**config.mk**
```make
export PLATFORM = sky130hd
export DESIGN_NAME = servo_input_function_mapper
export DESIGN_NICKNAME = d
export VERILOG_FILES = /design/src/logic/mapper_pkg.sv /design/src/logic/map_if.sv /design/src/logic/input_function_decoder.sv /design/src/logic/servo_input_function_mapper.sv
export SDC_FILE = /design/constraint.sdc
export NUM_CORES = 1
export LEC_CHECK = 0
export BUFFER_PORTS_ARGS = -buffer_cell sky130_fd_sc_hd__buf_2
export CAP_MARGIN = 20
export CORE_UTILIZATION = 55
export CTS_CLUSTER_DIAMETER = 120
export CTS_CLUSTER_SIZE = 40
export DETAILED_ROUTE_END_ITERATION = 10
export HOLD_SLACK_MARGIN = 0.08
export MAX_ROUTING_LAYER = met4
export PLACE_DENSITY = 0.82
export RECOVER_POWER = 25
export SLEW_MARGIN = 30
export SYNTH_ARGS = -nofsm -noshare
export SYNTH_HDL_FRONTEND = slang
export SYNTH_SLANG_ARGS = --single-unit
```
**constraint.sdc**
```tcl
create_clock -name sys_clk_i -period 2.3 [get_ports sys_clk_i]
set_input_delay 0 -clock sys_clk_i [delete_from_list [all_inputs] [get_ports sys_clk_i]]
set_output_delay 0 -clock sys_clk_i [all_outputs]
set_load 0.05 [all_outputs]
```
**src/logic/mapper_pkg.sv**
```systemverilog
/*
 Constants, types and register map of the input function mapper.
 Assumes a 20 MHz system clock and a 32-bit AXI4-Lite register bus.
*/
package mapper_pkg;

   typedef logic [6:0]  gin_t;
   typedef logic [7:0]  addr_t;
   typedef logic [31:0] word_t;

   // Selector codes of the mapped functions; only SEL_LAST_PIN is shared by all.
   localparam logic [3:0] SEL_LAST_PIN = 4'h6;
   localparam logic [3:0] SEL_ON       = 4'h7;
   localparam logic [3:0] SEL_OFF      = 4'h8;
   localparam logic [3:0] EMG_OFF      = 4'h7;
   localparam logic [3:0] EMG_ON       = 4'h8;
   localparam logic [3:0] POL_NC       = 4'h0;
   localparam logic [3:0] POL_NO       = 4'h1;
   localparam logic [3:0] POL_FAIL     = 4'h2;

   // Register byte addresses.
   localparam addr_t ADDR_SEL_A    = 8'h00;
   localparam addr_t ADDR_SEL_B    = 8'h04;
   localparam addr_t ADDR_HOME     = 8'h08;
   localparam addr_t ADDR_STATE    = 8'h0c;
   localparam addr_t ADDR_IRQ_STAT = 8'h10;
   localparam addr_t ADDR_IRQ_MASK = 8'h14;

   // Field positions.
   localparam int unsigned EMG_LSB      = 0;
   localparam int unsigned MOT_LSB      = 4;
   localparam int unsigned HOME_POL_LSB = 4;
   localparam int unsigned ST_EMG       = 6;
   localparam int unsigned ST_MOT       = 7;
   localparam int unsigned ST_HOME      = 8;
   localparam int unsigned ST_HFAIL     = 9;
   localparam int unsigned ST_GIN_LSB   = 16;
   localparam int unsigned IRQ_MOTION   = 0;
   localparam int unsigned IRQ_HFAIL    = 1;
   localparam int unsigned IRQ_EMERG    = 2;
   localparam int unsigned IRQ_HOME     = 3;

   // Reset values.
   localparam logic [15:0] SEL_A_RST = 16'h8888;
   localparam logic [15:0] SEL_B_RST = 16'h8807;
   localparam logic [7:0]  HOME_RST  = 8'h00;
   localparam logic [3:0]  MASK_RST  = 4'h0;

   // Bus responses.
   localparam logic [1:0] RESP_OKAY   = 2'h0;
   localparam logic [1:0] RESP_SLVERR = 2'h2;

   // Motion input change detection limit.
   localparam int unsigned MOTION_LIMIT_US  = 125;
   localparam int unsigned CLK_MHZ          = 20;
   localparam int unsigned MOTION_LIMIT_CYC = MOTION_LIMIT_US * CLK_MHZ;

endpackage : mapper_pkg

```
**src/logic/map_if.sv**
```systemverilog
/*
 Bundle between the mapper top and its selector decoder.
 Assumes all members are on the system clock.
*/
`timescale 1ns/1ps
`default_nettype none

interface map_if;
   logic [6:0]  gin;
   logic [15:0] sel_a;
   logic [15:0] sel_b;
   logic [7:0]  home_cfg;
   logic [5:0]  prog;
   logic        emerg;
   logic        motion;
   logic        home_act;
   logic        home_fail;

   modport ctrl (output gin, sel_a, sel_b, home_cfg,
                 input  prog, emerg, motion, home_act, home_fail);
   modport dec  (input  gin, sel_a, sel_b, home_cfg,
                 output prog, emerg, motion, home_act, home_fail);
endinterface : map_if

`default_nettype wire

```
**src/logic/input_function_decoder.sv**
```systemverilog
/*
 Combinational decode of selector fields onto internal function levels.
 Assumes synchronised general inputs and registered selector fields.
*/
`timescale 1ns/1ps
`default_nettype none

module input_function_decoder
(
   map_if.dec m
);
   import mapper_pkg::*;

   // Picks a general input, or a forced level for the on code.
   function automatic logic pick(input logic [3:0] code,
                                 input logic [6:0] gin,
                                 input logic [3:0] on_code);
      logic r;
      r = 1'b0;
      if (code <= SEL_LAST_PIN)
         r = gin[code[2:0]];
      else if (code == on_code)
         r = 1'b1;
      return r;
   endfunction : pick

   logic [23:0] prog_codes;
   logic [3:0]  hsel;
   logic [3:0]  hpol;
   logic        hraw;

   assign prog_codes = {m.sel_b[15:8], m.sel_a};

   // Six program inputs share one encoding.
   for (genvar i = 0; i < 6; i++)
   begin : g_prog
      assign m.prog[i] = pick(prog_codes[i*4 +: 4], m.gin, SEL_ON);
   end

   // Emergency input uses swapped forced codes.
   assign m.emerg  = pick(m.sel_b[EMG_LSB +: 4], m.gin, EMG_ON);
   // Motion input has no forced codes, so every code above 6 reads as low.
   assign m.motion = (m.sel_b[MOT_LSB +: 4] <= SEL_LAST_PIN) &&
                     pick(m.sel_b[MOT_LSB +: 4], m.gin, SEL_ON);

   // Home switch with selectable polarity.
   assign hsel        = m.home_cfg[3:0];
   assign hpol        = m.home_cfg[HOME_POL_LSB +: 4];
   assign hraw        = m.gin[hsel[2:0]];
   assign m.home_fail = (hsel > SEL_LAST_PIN) || (hpol != POL_NC && hpol != POL_NO);
   assign m.home_act  = !m.home_fail && ((hpol == POL_NC) ? hraw : !hraw);

endmodule : input_function_decoder

`default_nettype wire

```
**src/logic/servo_input_function_mapper.sv**
```systemverilog
/*
 Servo drive input function mapper: routes seven general inputs onto
 program, emergency, motion and home switch functions, with an AXI4-Lite
 register slave and a masked sticky interrupt.
 Assumes general inputs are asynchronous pins and one 20 MHz clock.
*/
// Contract
// - Program input 1: codes 0-6 pin, 7 on, 8 off
// - Program inputs 2-4 use the same encoding
// - Program inputs 5-6 use the same encoding
// - Motion input follows chosen pin within 125 us
// - Home select codes 7-F mean home failure
// - Polarity 0: normally closed, low is inactive
// - Polarity 1 normally open; 2 home failure
`timescale 1ns/1ps
`default_nettype none

module servo_input_function_mapper
(
   input  wire  logic               sys_clk_i,
   input  wire  logic               rst_n_i,
   input  wire  mapper_pkg::gin_t   general_input_i,
   input  wire  mapper_pkg::addr_t  s_axi_awaddr_i,
   input  wire  logic               s_axi_awvalid_i,
   output var   logic               s_axi_awready_o,
   input  wire  mapper_pkg::word_t  s_axi_wdata_i,
   input  wire  logic [3:0]         s_axi_wstrb_i,
   input  wire  logic               s_axi_wvalid_i,
   output var   logic               s_axi_wready_o,
   output var   logic [1:0]         s_axi_bresp_o,
   output var   logic               s_axi_bvalid_o,
   input  wire  logic               s_axi_bready_i,
   input  wire  mapper_pkg::addr_t  s_axi_araddr_i,
   input  wire  logic               s_axi_arvalid_i,
   output var   logic               s_axi_arready_o,
   output var   mapper_pkg::word_t  s_axi_rdata_o,
   output var   logic [1:0]         s_axi_rresp_o,
   output var   logic               s_axi_rvalid_o,
   input  wire  logic               s_axi_rready_i,
   output var   logic [5:0]         program_input_o,
   output var   logic               emergency_o,
   output var   logic               motion_o,
   output var   logic               motion_change_o,
   output var   logic               home_switch_o,
   output var   logic               home_failure_o,
   output var   logic               irq_o
);
   import mapper_pkg::*;

   ////////////////////////////////////////////////////////////////////////
   // Declarations.

   gin_t         gin_meta_q, gin_q;
   logic [15:0]  sel_a_q, sel_b_q;
   logic [7:0]   home_cfg_q;
   logic [3:0]   irq_mask_q, irq_stat_q, irq_ev, irq_clr, wstrb_q;
   logic [5:0]   prog_q;
   logic         emerg_q, motion_q, motion_chg_q, home_q, home_fail_q, irq_q;
   logic         awready_q, wready_q, aw_held_q, w_held_q, bvalid_q, arready_q, rvalid_q;
   addr_t        waddr_q;
   word_t        wdata_q, rdata_q, wmerge, rd_word;
   logic [1:0]   bresp_q, rresp_q;
   logic         do_write, rd_hit, wr_hit;

   map_if m ();

   ////////////////////////////////////////////////////////////////////////
   // Input synchroniser and decoder.

   // Two flops before any logic looks at the pins.
   always_ff @(posedge sys_clk_i)
   begin
      if (!rst_n_i)
         {gin_meta_q, gin_q} <= '0;
      else
      begin
         gin_meta_q <= general_input_i;
         gin_q      <= gin_meta_q;
      end
   end

   // Decoder sees the synchronised pins and live selectors.
   assign m.gin      = gin_q;
   assign m.sel_a    = sel_a_q;
   assign m.sel_b    = sel_b_q;
   assign m.home_cfg = home_cfg_q;

   input_function_decoder u_dec
   (
      .m (m.dec)
   );

   // Registered function outputs; motion latency is three cycles.
   always_ff @(posedge sys_clk_i)
   begin
      if (!rst_n_i)
         {prog_q, emerg_q, motion_q, motion_chg_q, home_q, home_fail_q} <= '0;
      else
      begin
         prog_q       <= m.prog;
         emerg_q      <= m.emerg;
         motion_q     <= m.motion;
         motion_chg_q <= m.motion != motion_q;
         home_q       <= m.home_act;
         home_fail_q  <= m.home_fail;
      end
   end

   ////////////////////////////////////////////////////////////////////////
   // Interrupts.

   // Events: motion change and rising home failure, emergency, home.
   always_comb
   begin
      irq_ev             = '0;
      irq_ev[IRQ_MOTION] = m.motion != motion_q;
      irq_ev[IRQ_HFAIL]  = m.home_fail && !home_fail_q;
      irq_ev[IRQ_EMERG]  = m.emerg && !emerg_q;
      irq_ev[IRQ_HOME]   = m.home_act && !home_q;
      irq_clr            = '0;
      if (do_write && waddr_q == ADDR_IRQ_STAT && wstrb_q[0])
         irq_clr = wdata_q[3:0];
   end

   // Sticky status; a new event wins over a write-one clear.
   always_ff @(posedge sys_clk_i)
   begin
      if (!rst_n_i)
         irq_stat_q <= '0;
      else
         irq_stat_q <= (irq_stat_q & ~irq_clr) | irq_ev;
   end

   // Level interrupt while any unmasked bit stands.
   always_ff @(posedge sys_clk_i)
   begin
      if (!rst_n_i)
         irq_q <= 1'b0;
      else
         irq_q <= |(irq_stat_q & irq_mask_q);
   end

   ////////////////////////////////////////////////////////////////////////
   // AXI4-Lite write channel.

   // Merges enabled byte lanes of new data into an old word.
   function automatic word_t lane_merge(input word_t old_w,
                                        input word_t new_w,
                                        input logic [3:0] strb);
      word_t r;
      r = old_w;
      for (int b = 0; b < 4; b++)
         if (strb[b])
            r[b*8 +: 8] = new_w[b*8 +: 8];
      return r;
   endfunction : lane_merge

   assign do_write = aw_held_q && w_held_q && !bvalid_q;
   assign wr_hit   = waddr_q == ADDR_SEL_A || waddr_q == ADDR_SEL_B ||
                     waddr_q == ADDR_HOME || waddr_q == ADDR_IRQ_STAT ||
                     waddr_q == ADDR_IRQ_MASK;

   // Address and data are taken independently, then held.
   always_ff @(posedge sys_clk_i)
   begin
      if (!rst_n_i)
         {awready_q, aw_held_q, waddr_q} <= '0;
      else if (s_axi_awvalid_i && awready_q)
      begin
         awready_q <= 1'b0;
         aw_held_q <= 1'b1;
         waddr_q   <= s_axi_awaddr_i;
      end
      else if (do_write)
         aw_held_q <= 1'b0;
      else if (!aw_held_q && !bvalid_q)
         awready_q <= 1'b1;
   end

   always_ff @(posedge sys_clk_i)
   begin
      if (!rst_n_i)
         {wready_q, w_held_q, wdata_q, wstrb_q} <= '0;
      else if (s_axi_wvalid_i && wready_q)
      begin
         wready_q <= 1'b0;
         w_held_q <= 1'b1;
         wdata_q  <= s_axi_wdata_i;
         wstrb_q  <= s_axi_wstrb_i;
      end
      else if (do_write)
         w_held_q <= 1'b0;
      else if (!w_held_q && !bvalid_q)
         wready_q <= 1'b1;
   end

   // Response follows both halves; unmapped or read-only gives SLVERR.
   always_ff @(posedge sys_clk_i)
   begin
      if (!rst_n_i)
      begin
         bvalid_q <= 1'b0;
         bresp_q  <= RESP_OKAY;
      end
      else if (do_write)
      begin
         bvalid_q <= 1'b1;
         bresp_q  <= wr_hit ? RESP_OKAY : RESP_SLVERR;
      end
      else if (s_axi_bready_i)
         bvalid_q <= 1'b0;
   end

   ////////////////////////////////////////////////////////////////////////
   // Configuration registers.

   always_comb
   begin
      wmerge = '0;
      case (waddr_q)
         ADDR_SEL_A:    wmerge = lane_merge({16'h0000, sel_a_q}, wdata_q, wstrb_q);
         ADDR_SEL_B:    wmerge = lane_merge({16'h0000, sel_b_q}, wdata_q, wstrb_q);
         ADDR_HOME:     wmerge = lane_merge({24'h000000, home_cfg_q}, wdata_q, wstrb_q);
         ADDR_IRQ_MASK: wmerge = lane_merge({28'h0000000, irq_mask_q}, wdata_q, wstrb_q);
         default:       wmerge = '0;
      endcase
   end

   // Selector fields steer the decoder directly.
   always_ff @(posedge sys_clk_i)
   begin
      if (!rst_n_i)
      begin
         sel_a_q    <= SEL_A_RST;
         sel_b_q    <= SEL_B_RST;
         home_cfg_q <= HOME_RST;
         irq_mask_q <= MASK_RST;
      end
      else if (do_write)
      begin
         case (waddr_q)
            ADDR_SEL_A:    sel_a_q    <= wmerge[15:0];
            ADDR_SEL_B:    sel_b_q    <= wmerge[15:0];
            ADDR_HOME:     home_cfg_q <= wmerge[7:0];
            ADDR_IRQ_MASK: irq_mask_q <= wmerge[3:0];
            default:       sel_a_q    <= sel_a_q;
         endcase
      end
   end

   ////////////////////////////////////////////////////////////////////////
   // AXI4-Lite read channel.

   always_comb
   begin
      rd_word = '0;
      rd_hit  = 1'b1;
      case (s_axi_araddr_i)
         ADDR_SEL_A:    rd_word[15:0] = sel_a_q;
         ADDR_SEL_B:    rd_word[15:0] = sel_b_q;
         ADDR_HOME:     rd_word[7:0]  = home_cfg_q;
         ADDR_STATE:
         begin
            rd_word[5:0]             = prog_q;
            rd_word[ST_EMG]          = emerg_q;
            rd_word[ST_MOT]          = motion_q;
            rd_word[ST_HOME]         = home_q;
            rd_word[ST_HFAIL]        = home_fail_q;
            rd_word[ST_GIN_LSB +: 7] = gin_q;
         end
         ADDR_IRQ_STAT: rd_word[3:0]  = irq_stat_q;
         ADDR_IRQ_MASK: rd_word[3:0]  = irq_mask_q;
         default:       rd_hit        = 1'b0;
      endcase
   end

   // One read at a time; data returned the cycle after the address.
   always_ff @(posedge sys_clk_i)
   begin
      if (!rst_n_i)
      begin
         arready_q <= 1'b0;
         rvalid_q  <= 1'b0;
         rdata_q   <= '0;
         rresp_q   <= RESP_OKAY;
      end
      else if (s_axi_arvalid_i && arready_q)
      begin
         arready_q <= 1'b0;
         rvalid_q  <= 1'b1;
         rdata_q   <= rd_word;
         rresp_q   <= rd_hit ? RESP_OKAY : RESP_SLVERR;
      end
      else if (rvalid_q && s_axi_rready_i)
         rvalid_q <= 1'b0;
      else if (!rvalid_q)
         arready_q <= 1'b1;
   end

   ////////////////////////////////////////////////////////////////////////
   // Outputs.

   assign {s_axi_awready_o, s_axi_wready_o, s_axi_bvalid_o, s_axi_bresp_o,
           s_axi_arready_o, s_axi_rvalid_o, s_axi_rdata_o, s_axi_rresp_o} =
          {awready_q, wready_q, bvalid_q, bresp_q, arready_q, rvalid_q, rdata_q, rresp_q};
   assign {program_input_o, emergency_o, motion_o, motion_change_o, home_switch_o,
           home_failure_o, irq_o} =
          {prog_q, emerg_q, motion_q, motion_chg_q, home_q, home_fail_q, irq_q};
endmodule : servo_input_function_mapper

`default_nettype wire

```
; ---- Yosys cells after proc, flatten, opt, wreduce, memory -nomap -nowiden
; Cells that the tools add are included.
[totals]
in_bits = 66
word_cells = 180
out_inout_bits = 53
reg_bits = 152
[op_classes]
muxes = 59
bitwise = 8
n_reduce_logical = 49
n_lt_le_gt_ge = 18
n_eq_ne = 19
[ops]
columns = cell, count
row1 = $mux 8, 7
row2 = $pmux 16 s3, 1
row3 = $lt 3x4->1 const B, 9
row4 = $mux 1, 34
row5 = $eq 8x5->1 const B, 4
row6 = $le 4x3->1 const B, 8
row7 = $eq 4x3->1 const B, 7
row8 = $bmux 1 s3, 9
row9 = $eq 8x4->1 const B, 3
row10 = $pmux 4 s6, 1
row11 = $eq 8x3->1 const B, 2
row12 = $logic_and 1x1->1, 16
row13 = $logic_not 8->1, 2
row14 = $pmux 4 s4, 1
row15 = $reduce_and 2->1, 7
row16 = $pmux 6 s2, 1
row17 = $and 4x4->4, 2
row18 = $logic_not 1->1, 8
row19 = $reduce_bool 2->1, 4
row20 = $mux 7, 1
row21 = $pmux 2 s3, 1
row22 = $reduce_or 2->1, 3
row23 = $reduce_or 6->1, 1
row24 = $logic_or 1x1->1, 5
row25 = other kinds (12), 16

; ---- Depth between registers and ports, before layout
[depth]
ltp_word = 8
depth_mapped = 8
depth_no_buf = 5

; ---- Cells and area by module
; From an unflattened synthesis, not the netlist that was laid out.
[hier_totals]
cells_unflattened = 716
area_unflattened_um2 = 6402.4
[by_module_without_submodules]
columns = mod, area_per_inst_um2, seq_area_each_um2, instances, cells_per_inst
row1 = servo_input_function_mapper, 5814.3, 2642.5, 1, 651
row2 = input_function_decoder, 588.1, 0.0, 1, 65

; ---- Worst setup path before layout
; No wires, ideal clock.
[synth_path]
path_type = register to register
startpoint = register waddr_q[4]
endpoint = register sel_a_q[10], in the netlist m.sel_a[10]
required_time_ns = 2.230
stages_incl_launch_ff = 8
synth_period_minus_slack_ns = 2.025
arrival_time_ns = 1.954
setup_slack_ns = 0.275
setup_time_ns = 0.070
n_path_buf = 2
path_cell_list = dfxtp_1 > or4_1 > buf_4 > nor2_8 > a21oi_2 > or4_1 > buf_2 > o2bb2ai_1
[synth_via]
elab_chain_cells = 2
word_cells_on_any_way = 6
cone_classes = 3 x eq/ne / 1 x mux / 2 x reduce/logical
[synth_lines]
columns = item, line_no
row1 = "start, declared", servo_input_function_mapper.sv:60  ; addr_t waddr_q;
row2 = "start signal, assigned", servo_input_function_mapper.sv:172  ; waddr_q <= s_axi_awaddr_i;
row3 = "$eq 8x5->1, or another cell as far along", servo_input_function_mapper.sv:220  ; case (waddr_q)
row4 = $pmux 16 s3 / $reduce_and 2->1 (equally long branches), --
row5 = "end signal, assigned", servo_input_function_mapper.sv:242  ; ADDR_SEL_A: sel_a_q <= wmerge[15:0];
row6 = "end signal, assigned", servo_input_function_mapper.sv:246  ; default: sel_a_q <= sel_a_q;
row7 = "end, declared", servo_input_function_mapper.sv:54  ; logic [15:0] sel_a_q, sel_b_q;
; Several ways; a longest one is shown, not always the timed one.
; A chain may end at the register's enable or synchronous reset.

; ---- Final worst setup path
[layout_path]
startpoint = register waddr_q[5]
endpoint = register sel_a_q[14], in the netlist m.sel_a[14]
; Same word-level chain as after synthesis.

==> results.py <==
metrics = {
    "status": {
        "status": "completed",
    },
    "floorplan": {
        "die_y_um": 108,
        "core_um2": 10800,
        "ioPinCount": 119,
        "start_util_pct": 56.7,
        "die_w_um": 108,
        "row_count": 38,
        "die_area_um2": 11600,
    },
    "synthesis": {
        "synth-simple-area-share_pct": 18.8,
        "synth_area_leaders": "dfxtp_1 (43%), a21oi_1 (5.5%), mux4_2 (5.5%)",
        "synth_xor_area_share_pct": 0.285,
        "synth.top_cells.by_count": "dfxtp_1 (132), nand2_1 (78), a21oi_1 (68)",
        "syn-cell-area_um2": 6140,
        "synth_cell_type_count": 53,
        "synth_area_leader_cell": "dfxtp_1",
        "ys_async_sr_fraction_pct": 0,
        "ys_seq_elements": 132,
        "synthCells": 705,
        "ys_warn_count": 0,
        "synth-edff-count": 0,
        "synthAdderAreaFrac_pct": 0,
        "synth_compound_area_share_pct": 20.4,
        "synth_top_area_share_pct": 43.0,
        "avgSynthCellArea_um2": 8.71,
        "muxShareOfSynthArea_pct": 12.2,
        "ys_seq_area_share_pct": 43.0,
        "synthMostInstantiatedCell": "dfxtp_1",
        "synth_top_family_by_area": "compound AO/OA/AOI/OAI gates",
        "ys.flop_type": "dfxtp_1",
    },
    "detailed_routing": {
        "wire_per_inst_um": 18.2,
        "drc": 0,
        "drt_iter0_drc": 562,
        "wl_mm": 18.4,
        "postRouteAntennaNets": 0,
        "firstDrtPassIters": 7,
        "via_per_inst": 6.05,
        "via_count": 6110,
    },
    "timing": {
        "fin_crit_sh_pct": 95.7,
        "finalSetupViolCount": 0,
        "setup-tns-final_ps": 0,
        "max_freq_mhz": 454,
        "fin_skew_ps": 9.39,
        "fin_crit_ps": 2200,
        "slew_violations": 0,
        "rsz0062_at_grt": "no",
        "hold_viol": 0,
        "tightest_slew_ps": 1060,
        "max-slew-margin-rel_pct": 29.1,
    },
    "min_path": {
        "hold_end": "s_axi_rdata_o[6]",
        "hp-class": "in2reg",
        "min_path_cells": 6,
        "hold_start": "s_axi_araddr_i[1]",
    },
    "cts": {
        "path_clk_slew_ps": 60,
        "postCtsSetupBuffers": 0,
        "clkLatencyLatePin_ps": 550,
        "cts_sinks": 132,
        "cts_tree": "yes",
        "cts_max_path_buffers": 2,
        "htreeDepth": 4,
        "cts_made_buffers": 17,
        "clock-root-buffer": "clkbuf_8",
    },
    "cells_and_area": {
        "drive_gt1_share_pct": 18.0,
        "n_antenna_cell": 0,
        "fin_nets": 923,
        "fin_cells": 1010,
        "area_growth_pct": 29.1,
        "fin_util_pct": 73.2,
        "nFillCells": 815,
    },
    "critical_path": {
        "cp_max_fo": 7,
        "worstSetupPathType": "reg2reg",
        "rrSetupSlack_ps": 100,
        "r2r-end": "m.sel_a[14]",
        "worst-r2r-cell-count": 4,
        "worst_ep_required_time_ps": 2770,
        "critPathLaunchType": "register",
        "timing.rr.start": "waddr_q[5]",
        "cp-end-kind": "register",
        "cp_data_arrival_time_ps": 2670,
    },
    "run": {
        "max-cap-violations": 0,
    },
    "place": {
        "dpl.cell_count": 915,
        "portBuffers": 89,
        "place.gp.congestion": 0.901,
        "dpl.hpwl_mm": 12.1,
    },
    "global_routing": {
        "grt_pass1_vias": 5954,
        "grt_overflow": 0,
        "track_usage_pct": 34.3,
        "antenna_found_initial": 0,
        "grt_pass1_wl_mm": 29.3,
        "grt_max_degree": 48,
    },
    "power_and_ir_drop": {
        "p_leak_nw": 2.99,
        "p_per_area_nw_per_um2": 716,
        "worst_ir_drop_vdd_mv": 0.570,
    },
}
## critical path, cell delays in order (launching register included)
cell and delay, ps:
dfxtp_1 330, or4_1 740, buf_4 250, or4_1 620
o2bb2ai_1 190
## sequential cells by signal (all words and copies together), names as in the netlist, 2 cells and up
register and cells:
wstrb_q 2, home_cfg_q 8, gin_q 7, irq_mask_q 4, program_input_o 6, s_axi_rdata_o 23, m.sel_a 16, m.sel_b 16
irq_stat_q 4, wdata_q 16, waddr_q 8, gin_meta_q 7
## how the worst max path moves through the flow
| stage | start | end | cells after the start |
|---|---|---|---|
| global placement | waddr_q[2] | m.sel_b[11] | 6 |
| CTS | s_axi_araddr_i[7] | s_axi_rdata_o[2] | 9 |
| global route | waddr_q[5] | m.sel_a[9] | 4 |
| detailed placement | waddr_q[2] | m.sel_b[15] | 6 |
| finish | waddr_q[5] | m.sel_a[14] | 4 |
| floorplan | waddr_q[4] | m.sel_a[10] | 7 |
## layout by cell type (no fill, tap or decap), types with 6 or more instances in the layout
cell / count
a21oi_1: 68
a221oi_1: 6
a22oi_1: 16
a31oi_1: 6
and2_0: 8
and2_1: 10
buf_2: 64
buf_4: 28
clkbuf_1: 27
clkbuf_16: 16
conb_1: 11
dfxtp_1: 131
dlygate4sd3_1: 63
inv_1: 14
mux2_2: 8
mux2i_1: 32
mux4_2: 15
nand2_1: 77
nand2b_1: 11
nand3_1: 28
nor2_1: 46
nor2b_1: 12
nor3_1: 21
o211ai_1: 6
o21ai_0: 55
o22ai_1: 7
o2bb2ai_1: 6
o311ai_0: 6
o31ai_1: 11
## layer usage
layer | wire length [um] | track usage (%)
met5 | 0 | -
met1 | 7680 | 40.9
met2 | 8480 | 53.5
met4 | 734 | 18.8
met3 | 1520 | 7.87
## repair_timing
item                                    4_1_cts  5_1_grt
resized for setup                             0        3
endpoints found under the hold margin        64        1
endpoints found under the setup margin        0       21
hold buffers                                 62        2
## through the flow
step / hold slack (ps) / power [mW] / setup WS, ps / instance area, um^2
CTS: 82.9 / 5.67 / 2.27 / 7950
global placement: 206 / 2.96 / 152 / 6750
global route: 87.1 / 5.86 / 5.40 / 7930
detailed placement: 210 / 2.98 / 57.2 / 6750
finish: 74.2 / 5.68 / 99.4 / 7930
floorplan: 127 / 2.82 / 275 / 6180
## cell families (layout without fill, tap and decap cells)
logic type,after synthesis,count (layout)
other cells,1,11
flops,132,132
compound gates,205,205
xor+xnor,2,2
mux,55,55
buf+inv,73,228
simple gates,237,237
## area by class of cell
| type | instances | area (um^2) | share of cell area (%) |
|---|---|---|---|
| multi-input cells | 510 | 3220 | 40.6 |
| flip-flops and latches | 132 | 2640 | 33.3 |
| repair buffers | 182 | 1260 | 15.9 |
| clock buffers | 19 | 432 | 5.44 |
| well taps | 140 | 175 | 2.21 |
| clock inverters | 13 | 145 | 1.83 |
| inverters | 14 | 52.6 | 0.663 |
## power by group
group	switching [mW]	internal [mW]
logic	0.377	0.249
registers	0.0609	2.34
clock network	1.07	1.58
Power figures use the tool's default switching activity.
